### src/design/vcfg_pkg.sv
// Constants, register map and field layout of the voltage and test-chip initialisation register bank.
// Assumes a single 20 MHz bus clock and an AHB-Lite master issuing single word transfers.
package vcfg_pkg;

  // ****************************************************************
  // Bus widths
  // ****************************************************************
  localparam int ADDR_W = 32;
  localparam int DATA_W = 32;

  // ****************************************************************
  // Register byte addresses
  // ****************************************************************
  localparam logic [31:0] WRITE_GUARD_KEY_ADDR = 32'h1000_0014; // Lock register
  localparam logic [31:0] TEST_CHIP_INIT_CONFIG_ADDR = 32'h1000_0024;
  localparam logic [31:0] CORE_RUN_VOLTAGE_CTRL_ADDR = 32'h1000_0080;
  localparam logic [31:0] CACHE_RUN_VOLTAGE_CTRL_ADDR = 32'h1000_0084;
  localparam logic [31:0] CORE_SLEEP_VOLTAGE_CTRL_ADDR = 32'h1000_0088;
  localparam logic [31:0] CACHE_SLEEP_VOLTAGE_CTRL_ADDR = 32'h1000_008c;

  // ****************************************************************
  // Lock register
  // ****************************************************************
  localparam logic [15:0] GUARD_UNLOCK_KEY = 16'ha05f; // Only value that opens the bank
  localparam logic [15:0] GUARD_KEY_RESET = 16'h0000;  // Bank starts locked
  localparam int GUARD_LOCKED_BIT = 16;

  // ****************************************************************
  // Voltage register fields and scaling
  // ****************************************************************
  localparam int DAC_LSB = 0;   // DAC code in [7:0]
  localparam int ADC_LSB = 8;   // ADC sample in [15:8]
  localparam logic [7:0] DAC_CODE_RESET = 8'h80;      // Centre code, 0.972 V target
  localparam logic [7:0] DAC_MID_CODE = 8'h80;
  localparam int DAC_BASE_UV = 972000;   // Target at mid code
  localparam int DAC_STEP_UV = 4710;     // Microvolts drop per code above mid
  localparam int ADC_RAIL_LSB_UV = 16000; // Halved rails
  localparam int ADC_1V8_LSB_UV = 8000;   // Undivided 1.8 V rail

  // ****************************************************************
  // Initialisation register fields
  // ****************************************************************
  localparam int XFER_LSB = 14;  // Transfer timing [15:14]
  localparam int CLKSRC_LSB = 8; // Clock source [11:8]
  localparam int RATIO_LSB = 4;  // Bus ratio [5:4]
  localparam logic [3:0] CLKSRC_PLL = 4'h0;
  localparam logic [3:0] CLKSRC_BYPASS = 4'h3;
  localparam logic [3:0] CLKSRC_RESET = 4'h3;
  localparam logic [1:0] RATIO_RESET = 2'h0;

  // Moments at which the clock source field reaches the test chip
  typedef enum logic [1:0] {
    XFER_BUS_CLK = 2'b00,
    XFER_NEXT_RESET = 2'b01,
    XFER_PLL_RISE = 2'b10,
    XFER_PLL_FALL = 2'b11
  } xfer_mode_t;

  // ****************************************************************
  // AHB encodings
  // ****************************************************************
  localparam logic [1:0] HTRANS_NONSEQ = 2'h2;
  localparam logic HRESP_OKAY = 1'b0;

endpackage : vcfg_pkg

### src/design/voltage_and_init_config_regs.sv
// Voltage DAC code registers with ADC readback, polarity protection and a write-locked
// test-chip initialisation register, as an AHB-Lite slave.
// Assumes ADC samples, the PLL input clock and the reset event arrive asynchronously from pins.
//
// Operation
// - Four registers hold 8-bit regulator DAC codes
// - Run registers upper byte reads rail ADC
// - Core sleep upper byte reads 1.8V rail
// - Cache sleep upper byte reads 2.5V rail
// - Larger DAC code gives lower voltage
// - Cache below core: both follow cache code
// - Run pair and sleep pair compared separately
// - Override releases once cache reaches core
// - Override never alters stored codes
// - Voltage writes need unlock key first
// - Init register shares the same lock
// - Transfer timing selects clock source hand-over
// - Clock source field forwarded to test chip
// - Bits 5:4 drive bus ratio select
// - Unlocked only while key equals A05F
// - Lock bit 16 reads one when locked
//
// The AHB-Lite slave port was decided locally.
`timescale 1ns/1ps

module voltage_and_init_config_regs (
  // Clock and reset
  input wire logic clk,
  input wire logic rst_b,
  // AHB-Lite slave
  input wire logic hsel,
  input wire logic [vcfg_pkg::ADDR_W-1:0] haddr,
  input wire logic [1:0] htrans,
  input wire logic hwrite,
  input wire logic [2:0] hsize,
  input wire logic [vcfg_pkg::DATA_W-1:0] hwdata,
  input wire logic hready,
  output logic hreadyout,
  output logic [vcfg_pkg::DATA_W-1:0] hrdata,
  output logic hresp,
  // Monitoring ADC samples (asynchronous)
  input wire logic [7:0] adc_core_run,
  input wire logic [7:0] adc_cache_run,
  input wire logic [7:0] adc_rail_1v8,
  input wire logic [7:0] adc_rail_2v5,
  // Regulator DAC codes
  output logic [7:0] core_run_dac,
  output logic [7:0] cache_run_dac,
  output logic [7:0] core_sleep_dac,
  output logic [7:0] cache_sleep_dac,
  // Test chip configuration
  input wire logic pll_input_clock,
  input wire logic reset_event,
  output logic [3:0] core_clock_source_select,
  output logic [1:0] bus_ratio_select
);
  import vcfg_pkg::*;

  // ****************************************************************
  // Declarations
  // ****************************************************************
  logic hreadyout_ff;           // Low only in the first read data cycle
  logic [31:0] hrdata_ff;       // Registered read data
  logic hresp_ff;               // Always OKAY
  logic wr_pend_ff;             // Write data phase in progress
  logic rd_pend_ff;             // Read data phase, first cycle
  logic [31:0] addr_ff;         // Address captured in address phase
  logic [15:0] guard_key_value_ff; // Last key written to the lock register
  logic locked;                 // Bank closed to protected writes
  logic [7:0] core_run_code_ff, cache_run_code_ff, core_sleep_code_ff, cache_sleep_code_ff; // Stored codes
  xfer_mode_t xfer_mode_ff;     // Stored transfer timing
  logic [3:0] clksrc_ff;        // Stored clock source request
  logic [1:0] ratio_ff;         // Stored bus ratio
  logic [31:0] adc_meta_ff;     // Sync stage one, read by stage two only
  logic [31:0] adc_sync_ff;     // Sampled ADC bytes: core run, cache run, 1v8, 2v5
  logic pll_meta_ff, pll_sync_ff, pll_last_ff; // PLL pin sync and edge history
  logic rst_evt_meta_ff, rst_evt_sync_ff, rst_evt_last_ff; // Reset event sync and edge history
  logic [7:0] core_run_dac_ff, cache_run_dac_ff, core_sleep_dac_ff, cache_sleep_dac_ff; // DAC outputs
  logic [3:0] clksrc_out_ff;
  logic [1:0] ratio_out_ff;
  logic take;                   // Address phase accepted
  logic prot_wr;                // Protected write allowed this cycle
  logic [7:0] nxt_core_run_dac;
  logic [7:0] nxt_core_sleep_dac;
  logic nxt_clksrc_load;
  logic [31:0] nxt_hrdata;

  assign hreadyout = hreadyout_ff;
  assign hrdata = hrdata_ff;
  assign hresp = hresp_ff;
  assign core_run_dac = core_run_dac_ff;
  assign cache_run_dac = cache_run_dac_ff;
  assign core_sleep_dac = core_sleep_dac_ff;
  assign cache_sleep_dac = cache_sleep_dac_ff;
  assign core_clock_source_select = clksrc_out_ff;
  assign bus_ratio_select = ratio_out_ff;

  // ****************************************************************
  // AHB-Lite slave
  // ****************************************************************
  // Only NONSEQ singles are used; SEQ is treated the same, IDLE and BUSY are ignored
  assign take = hsel && htrans[1] && hready;

  // Phase tracking; reads get one wait state so a write just before is always seen
  always_ff @(posedge clk or negedge rst_b) begin
    if (!rst_b) begin
      wr_pend_ff <= 1'b0;
      rd_pend_ff <= 1'b0;
      addr_ff <= 32'h0000_0000;
      hreadyout_ff <= 1'b1;
    end else begin
      wr_pend_ff <= take && hwrite;
      rd_pend_ff <= take && !hwrite;
      hreadyout_ff <= !(take && !hwrite);
      if (take) begin
        addr_ff <= haddr;
      end
    end
  end

  // Response is never an error, unmapped addresses included
  always_ff @(posedge clk or negedge rst_b) begin
    if (!rst_b) begin
      hresp_ff <= HRESP_OKAY;
    end else begin
      hresp_ff <= HRESP_OKAY;
    end
  end

  // Read mux; unused bits and unmapped addresses read zero
  always_comb begin
    nxt_hrdata = 32'h0000_0000;
    case (addr_ff)
      WRITE_GUARD_KEY_ADDR: begin
        nxt_hrdata[15:0] = guard_key_value_ff;
        nxt_hrdata[GUARD_LOCKED_BIT] = locked;
      end
      TEST_CHIP_INIT_CONFIG_ADDR: begin
        nxt_hrdata[XFER_LSB+:2] = xfer_mode_ff;
        nxt_hrdata[CLKSRC_LSB+:4] = clksrc_ff;
        nxt_hrdata[RATIO_LSB+:2] = ratio_ff;
      end
      CORE_RUN_VOLTAGE_CTRL_ADDR: begin
        nxt_hrdata[15:0] = {adc_sync_ff[31:24], core_run_code_ff};
      end
      CACHE_RUN_VOLTAGE_CTRL_ADDR: begin
        nxt_hrdata[15:0] = {adc_sync_ff[23:16], cache_run_code_ff};
      end
      CORE_SLEEP_VOLTAGE_CTRL_ADDR: begin
        nxt_hrdata[15:0] = {adc_sync_ff[15:8], core_sleep_code_ff};
      end
      CACHE_SLEEP_VOLTAGE_CTRL_ADDR: begin
        nxt_hrdata[15:0] = {adc_sync_ff[7:0], cache_sleep_code_ff};
      end
      default: nxt_hrdata = 32'h0000_0000;
    endcase
  end

  // Read data loaded in the wait cycle and held until the next read
  always_ff @(posedge clk or negedge rst_b) begin
    if (!rst_b) begin
      hrdata_ff <= 32'h0000_0000;
    end else if (rd_pend_ff) begin
      hrdata_ff <= nxt_hrdata;
    end
  end

  // ****************************************************************
  // Write lock
  // ****************************************************************
  // Lock writes are always accepted; any value but the key closes the bank
  always_ff @(posedge clk or negedge rst_b) begin
    if (!rst_b) begin
      guard_key_value_ff <= GUARD_KEY_RESET;
    end else if (wr_pend_ff && addr_ff == WRITE_GUARD_KEY_ADDR) begin
      guard_key_value_ff <= hwdata[15:0];
    end
  end

  assign locked = guard_key_value_ff != GUARD_UNLOCK_KEY;
  assign prot_wr = wr_pend_ff && !locked;

  // ****************************************************************
  // Voltage code registers
  // ****************************************************************
  // Stored codes; only the low byte is writable, locked writes are dropped
  always_ff @(posedge clk or negedge rst_b) begin
    if (!rst_b) begin
      core_run_code_ff <= DAC_CODE_RESET;
      cache_run_code_ff <= DAC_CODE_RESET;
      core_sleep_code_ff <= DAC_CODE_RESET;
      cache_sleep_code_ff <= DAC_CODE_RESET;
    end else if (prot_wr) begin
      case (addr_ff)
        CORE_RUN_VOLTAGE_CTRL_ADDR: core_run_code_ff <= hwdata[DAC_LSB+:8];
        CACHE_RUN_VOLTAGE_CTRL_ADDR: cache_run_code_ff <= hwdata[DAC_LSB+:8];
        CORE_SLEEP_VOLTAGE_CTRL_ADDR: core_sleep_code_ff <= hwdata[DAC_LSB+:8];
        CACHE_SLEEP_VOLTAGE_CTRL_ADDR: cache_sleep_code_ff <= hwdata[DAC_LSB+:8];
        default: ;
      endcase
    end
  end

  // Larger code is lower voltage, so a larger cache code means the cache sits below the core
  always_comb begin
    nxt_core_run_dac = core_run_code_ff;
    nxt_core_sleep_dac = core_sleep_code_ff;
    if (cache_run_code_ff > core_run_code_ff) begin
      nxt_core_run_dac = cache_run_code_ff;
    end
    if (cache_sleep_code_ff > core_sleep_code_ff) begin
      nxt_core_sleep_dac = cache_sleep_code_ff;
    end
  end

  // DAC outputs; the override acts on the outputs only, never on the stored codes
  always_ff @(posedge clk or negedge rst_b) begin
    if (!rst_b) begin
      core_run_dac_ff <= DAC_CODE_RESET;
      cache_run_dac_ff <= DAC_CODE_RESET;
      core_sleep_dac_ff <= DAC_CODE_RESET;
      cache_sleep_dac_ff <= DAC_CODE_RESET;
    end else begin
      core_run_dac_ff <= nxt_core_run_dac;
      cache_run_dac_ff <= cache_run_code_ff;
      core_sleep_dac_ff <= nxt_core_sleep_dac;
      cache_sleep_dac_ff <= cache_sleep_code_ff;
    end
  end

  // ADC samples are only coherent if the converter holds them steady for several cycles
  always_ff @(posedge clk or negedge rst_b) begin
    if (!rst_b) begin
      adc_meta_ff <= 32'h0000_0000;
      adc_sync_ff <= 32'h0000_0000;
    end else begin
      adc_meta_ff <= {adc_core_run, adc_cache_run, adc_rail_1v8, adc_rail_2v5};
      adc_sync_ff <= adc_meta_ff;
    end
  end

  // ****************************************************************
  // Initialisation register and test chip hand-over
  // ****************************************************************
  // Stored fields, guarded by the same lock
  always_ff @(posedge clk or negedge rst_b) begin
    if (!rst_b) begin
      xfer_mode_ff <= XFER_BUS_CLK;
      clksrc_ff <= CLKSRC_RESET;
      ratio_ff <= RATIO_RESET;
    end else if (prot_wr && addr_ff == TEST_CHIP_INIT_CONFIG_ADDR) begin
      xfer_mode_ff <= xfer_mode_t'(hwdata[XFER_LSB+:2]);
      clksrc_ff <= hwdata[CLKSRC_LSB+:4];
      ratio_ff <= hwdata[RATIO_LSB+:2];
    end
  end

  // PLL input clock and reset event come from pins; edges seen on the synchronised copy
  always_ff @(posedge clk or negedge rst_b) begin
    if (!rst_b) begin
      pll_meta_ff <= 1'b0;
      pll_sync_ff <= 1'b0;
      pll_last_ff <= 1'b0;
      rst_evt_meta_ff <= 1'b0;
      rst_evt_sync_ff <= 1'b0;
      rst_evt_last_ff <= 1'b0;
    end else begin
      pll_meta_ff <= pll_input_clock;
      pll_sync_ff <= pll_meta_ff;
      pll_last_ff <= pll_sync_ff;
      rst_evt_meta_ff <= reset_event;
      rst_evt_sync_ff <= rst_evt_meta_ff;
      rst_evt_last_ff <= rst_evt_sync_ff;
    end
  end

  // Moment at which the clock source request is passed on
  always_comb begin
    case (xfer_mode_ff)
      XFER_BUS_CLK: nxt_clksrc_load = 1'b1;
      XFER_NEXT_RESET: nxt_clksrc_load = rst_evt_sync_ff && !rst_evt_last_ff;
      XFER_PLL_RISE: nxt_clksrc_load = pll_sync_ff && !pll_last_ff;
      XFER_PLL_FALL: nxt_clksrc_load = !pll_sync_ff && pll_last_ff;
      default: nxt_clksrc_load = 1'b0;
    endcase
  end

  // Test chip outputs; reserved codes are forwarded unchanged
  always_ff @(posedge clk or negedge rst_b) begin
    if (!rst_b) begin
      clksrc_out_ff <= CLKSRC_RESET;
      ratio_out_ff <= RATIO_RESET;
    end else begin
      ratio_out_ff <= ratio_ff;
      if (nxt_clksrc_load) begin
        clksrc_out_ff <= clksrc_ff;
      end
    end
  end
endmodule : voltage_and_init_config_regs

### config.mk
export PLATFORM = sky130hd
export DESIGN_NAME = voltage_and_init_config_regs
export DESIGN_NICKNAME = d
export VERILOG_FILES = /design/src/design/vcfg_pkg.sv /design/src/design/voltage_and_init_config_regs.sv
export SDC_FILE = /design/constraint.sdc
export NUM_CORES = 1
export LEC_CHECK = 0
export CORE_ASPECT_RATIO = 2
export CORE_MARGIN = 3
export CORE_UTILIZATION = 45
export CTS_CLUSTER_SIZE = 14
export DETAILED_ROUTE_END_ITERATION = 8
export DONT_BUFFER_PORTS = 1
export MAX_ROUTING_LAYER = met4
export PLACE_DENSITY = 0.64
export RECOVER_POWER = 25
export SLEW_MARGIN = 40
export SYNTH_ARGS = -nofsm -noshare
export SYNTH_HDL_FRONTEND = slang
export SYNTH_SLANG_ARGS = --single-unit
### constraint.sdc
create_clock -name clk -period 5.15 [get_ports clk]
set_input_delay 0 -clock clk [delete_from_list [all_inputs] [get_ports clk]]
set_output_delay 0 -clock clk [all_outputs]
set_load 0.02 [all_outputs]
* After elaboration in Yosys (flattened, before gate mapping)
Cells that the tools add are included.
Storage, ports and cells: register bits 216, latch bits 0, RAM bits 0, bits in read-only memories 0, output and inout port bits 72, memories 0
Operators by class: add/sub/neg operators 0, multiply operators 0, div/mod/pow operators 0, $lt $le $gt $ge 2, equality and inequality tests 10, shift operators 0, multiplexer cells 10, bitwise operators 0, reductions and logical operators 21
Operators with widths (count):
- $eq 32x29->1 const B | 6
- $pmux 2 s6 | 2
- $pmux 4 s6 | 1
- $pmux 2 s5 | 2
- $pmux 4 s5 | 1
- $gt 8x8->1 | 2
- $mux 8 | 2
- $ne 16x16->1 const B | 1
- $logic_and 1x1->1 | 10
- $reduce_and 2->1 | 4
- $logic_not 1->1 | 6
- $eq 2x2->1 const B | 2
- $pmux 1 s4 | 1
- $eq 2x1->1 const B | 1
- $logic_not 2->1 | 1
- $mux 1 | 1

* Longest topological paths before layout
depth in word-level cells 4, mapped depth 8

* Worst setup path after synthesis
No wires, ideal clock.
path kind register to register, start register addr_ff[1], end register guard_key_value_ff[10], library setup time 0.127 ns, data arrival time 2.446 ns, required time 5.023 ns, setup slack 2.577 ns, stages on the path, launching flop included 9, path buffers 3, period minus slack after synthesis 2.573 ns, path through dfrtp_1 > or4b_1 > or3_1 > buf_4 > nor3b_4 > and3_1 > buf_6 > buf_8 > mux2_1
Between the ends: longest elaborated chain between the ends 2
Ends and longest elaborated chain:
- start, declared | RTL line voltage_and_init_config_regs.sv:67 | logic [31:0] addr_ff;
- start signal, assigned | RTL line voltage_and_init_config_regs.sv:116 | addr_ff <= haddr;
- $eq 32x29->1 | RTL line voltage_and_init_config_regs.sv:175 | end else if (wr_pend_ff && addr_ff == WRITE_GUARD_KEY_ADDR) begin
- $logic_and 1x1->1 | RTL line voltage_and_init_config_regs.sv:175
- end signal, assigned | RTL line voltage_and_init_config_regs.sv:176 | guard_key_value_ff <= hwdata[15:0];
- end, declared | RTL line voltage_and_init_config_regs.sv:68 | logic [15:0] guard_key_value_ff;
No other way between the ends. A chain may end at the register's enable or synchronous reset.

* Worst setup path after layout
start register addr_ff[2], end register guard_key_value_ff[2]
Same word-level chain as after synthesis.

==> run metrics <==
status=finished with violations; failing checks=max-capacitance violations, max-slew violations; Final Max Tran Viols=107; clk buf depth=3; type of origin of the critical path=flip-flop; Area Growth Syn to Fin=20.2%; Syn Std Cell Area=8290 sq um; CP arrival=4.01 ns; worst relative slew slack=-69.2%; Post-synth EDFFs=0; PwrDens=369 nW/um^2; MaxCap Viol Count=1; Post-DP HPWL=13.7 mm; number of synthesis warnings=0; Post-Synth Adder-Cell Area=2.42%; worst r2r dst=guard_key_value_ff[2]; fin nets=787; CTS root buf=clkbuf_16; via-per-instance ratio=between 5 and 6; TritonRoute pass-1 iters=4; total gr overflow=0; worst min path class=in2reg; Final Cell Area=9960 sq um; Worst EP required=around 5.5 ns; Cell Area, Placed=between 8000 and 9000 sq um; post-synth cell types=between 40 and 50; FMAX=275 MHz; Antenna Violating Nets Remaining=0; Max IR drop VDD=0.279 mV; pin count of the biggest net entering global routing=about 220; Worst-Margin Slew=2.54 ns; Tcrit/Tclk final=70.7%; share of cells above drive strength 1=between 20% and 30%; #FFs+latches synth=216; Syn Inst Count=569; Die ar.=between 20000 and 25000 sq um; IO buf count=0; Hold Vio Cnt, Final=0; worst-path fanout max=16; overall routed net length=between 15 and 20 mm; first-pass GRT wire length=29.8 mm; CTS tree=built; ANT cells=0; cts bufs inserted=20; critical path startpoint=addr_ff[2]; initial core utilization=46.2%; Reg2Reg Setup Slack=1.51 ns; average size of a mapped cell=around 15 sq um; Synth Area in Simple Gates=5.66%; Setup WS post-layout=between 1.5 and 2 ns; Boundary Pins=180; postcts setup bufs=0; gpl congestion=~0.95; async set or reset register ratio after synthesis=100%; CTS sink cnt=approximately 220; clock latency on the worst-skew pair=0.49 ns; Worst R2R Start=addr_ff[2]; CORE AREA=18000 sq um; Fin Setup TNS=0 ns; initial antenna violation count=0; die span in x=102 um; R2R depth=5; sequential area share after synthesis=around 65%; min Tclk post-route=3.64 ns; DR WL/cell=21.6 um; Worst Setup EP=guard_key_value_ff[2]; Core Util, Final=55.5%; type of the worst setup path=reg2reg; post-CTS resize count=0; Crit. End Element=flip-flop; largest family of logic cells by synthesized area=multiplexers; Setup Skew=0.0177 ns; Final setup viols=0; Post-Synth XOR/XNOR Area=0%; pre-CTS setup slack=1.52 ns; Worst-path clk slew=roughly 0.060 ns; GRT Total Usage=between 10% and 20%; Leak=4.36 nW; CTS H-tree depth=1; via count of the first global-routing pass=5480; RSZ-0062 raised after global routing=no; mux share of post-synthesis cell area=15.8%; top_reg_cell synth=dfrtp_1; # rows=around 70; DRT iter0 DRCs=172; Synth Area in Compound Gates=approximately 6.6%; WHS=approximately 0.059 ns; post-route DRC violation count=0; DIE HEIGHT=198 um; total number of vias=4918
==> cells by family after synthesis <==
kind of cell	after synthesis
flops	216
buf+inv	69
other cells	1
compound gates	78
fa+ha+maj	16
simple gates	72
mux	117
==> flip-flops by register name, summed over array words and instances, names as in the netlist, 2 cells and up <==
name / count
adc_meta_ff: 32
adc_sync_ff: 32
addr_ff: 32
bus_ratio_select: 2
cache_run_code_ff: 8
cache_run_dac: 8
cache_sleep_code_ff: 8
cache_sleep_dac: 8
clksrc_ff: 4
core_clock_source_select: 4
core_run_code_ff: 8
core_run_dac: 8
core_sleep_code_ff: 8
core_sleep_dac: 8
guard_key_value_ff: 16
hrdata: 17
ratio_ff: 2
xfer_mode_ff: 2
==> Yosys cell counts (all sizes together), types with 5 or more instances <==
master | n | share of area, %
or2 | 6 | 0.45
o22ai | 20 | 1.5
nor4 | 6 | 0.53
nand4 | 9 | 1.1
nor2 | 12 | 0.54
o2bb2ai | 6 | 0.63
nand2 | 13 | 0.59
o21ai | 6 | 0.36
a211oi | 6 | 0.54
dfstp | 13 | 4.1
clkbuf | 11 | 0.50
nor2b | 5 | 0.38
mux2i | 9 | 1.1
mux2 | 108 | 15
a21oi | 11 | 0.66
buf | 23 | 2.0
inv | 35 | 1.6
a22oi | 15 | 1.4
ha | 16 | 2.4
dfrtp | 203 | 61
a221oi | 12 | 1.3
==> layout by cell type, fill, tap and decap left out, types with 15 or more instances in the layout <==
cell type	count
ha_1	16
dfrtp_1	203
dlygate4sd3_1	85
inv_1	35
clkbuf_16	21
o22ai_1	20
a22oi_1	15
conb_1	16
mux2_2	98
==> cell type report <==
type	instances	area, sq um
Fill cell	1487	8000
Multi-Input combinational cell	299	2600
Clock buffer	33	611
Sequential cell	216	5420
Tap cell	213	267
Inverter	35	131
Clock inverter	3	17.5
Timing Repair Buffer	91	913
==> where the power goes <==
group | total (mW) | internal, mW | switching (mW)
logic | 0.324 | 0.167 | 0.158
registers | 1.94 | 1.82 | 0.122
clock network | 1.40 | 0.809 | 0.594
==> routing by layer <==
layer / vias up / part of all wire [%] / track usage (%)
li1: 2194 / - / -
met1: 2488 / 33 / 19.9
met2: 187 / 58 / 37.2
met3: 49 / 4.8 / 2.72
met4: 0 / 4.9 / 9.20
met5: - / 0 / -
==> critical path, stage by stage (launching register included) <==
cell and delay (ns):
dfrtp_1 0.72, or4b_1 0.51, or3_1 0.52, nor3b_4 0.57
and3_1 0.79, mux2_2 0.41
==> metrics by stage <==
step                instances  total power [mW]
floorplan                 584              2.14
global placement          767              2.19
detailed placement        767              2.21
CTS                       889              3.71
global route              890              3.84
finish                    890              3.67
==> worst min path at each step <==
stage                    startpoint               end  cells past startpoint
finish              adc_rail_1v8[1]    adc_meta_ff[9]                      1
global route        adc_rail_2v5[3]    adc_meta_ff[3]                      1
CTS                 adc_rail_1v8[3]   adc_meta_ff[11]                      1
detailed placement            rst_b  cache_run_dac[5]                      0
global placement              rst_b  cache_run_dac[5]                      0
floorplan                     rst_b    adc_meta_ff[0]                      0
==> repair_timing <==
item | in CTS | in global routing
setup endpoints to repair | 0 | 0
hold buffers | 86 | 0
endpoints found under the hold margin | 341 | 0
(Power assumes the default switching activity.)
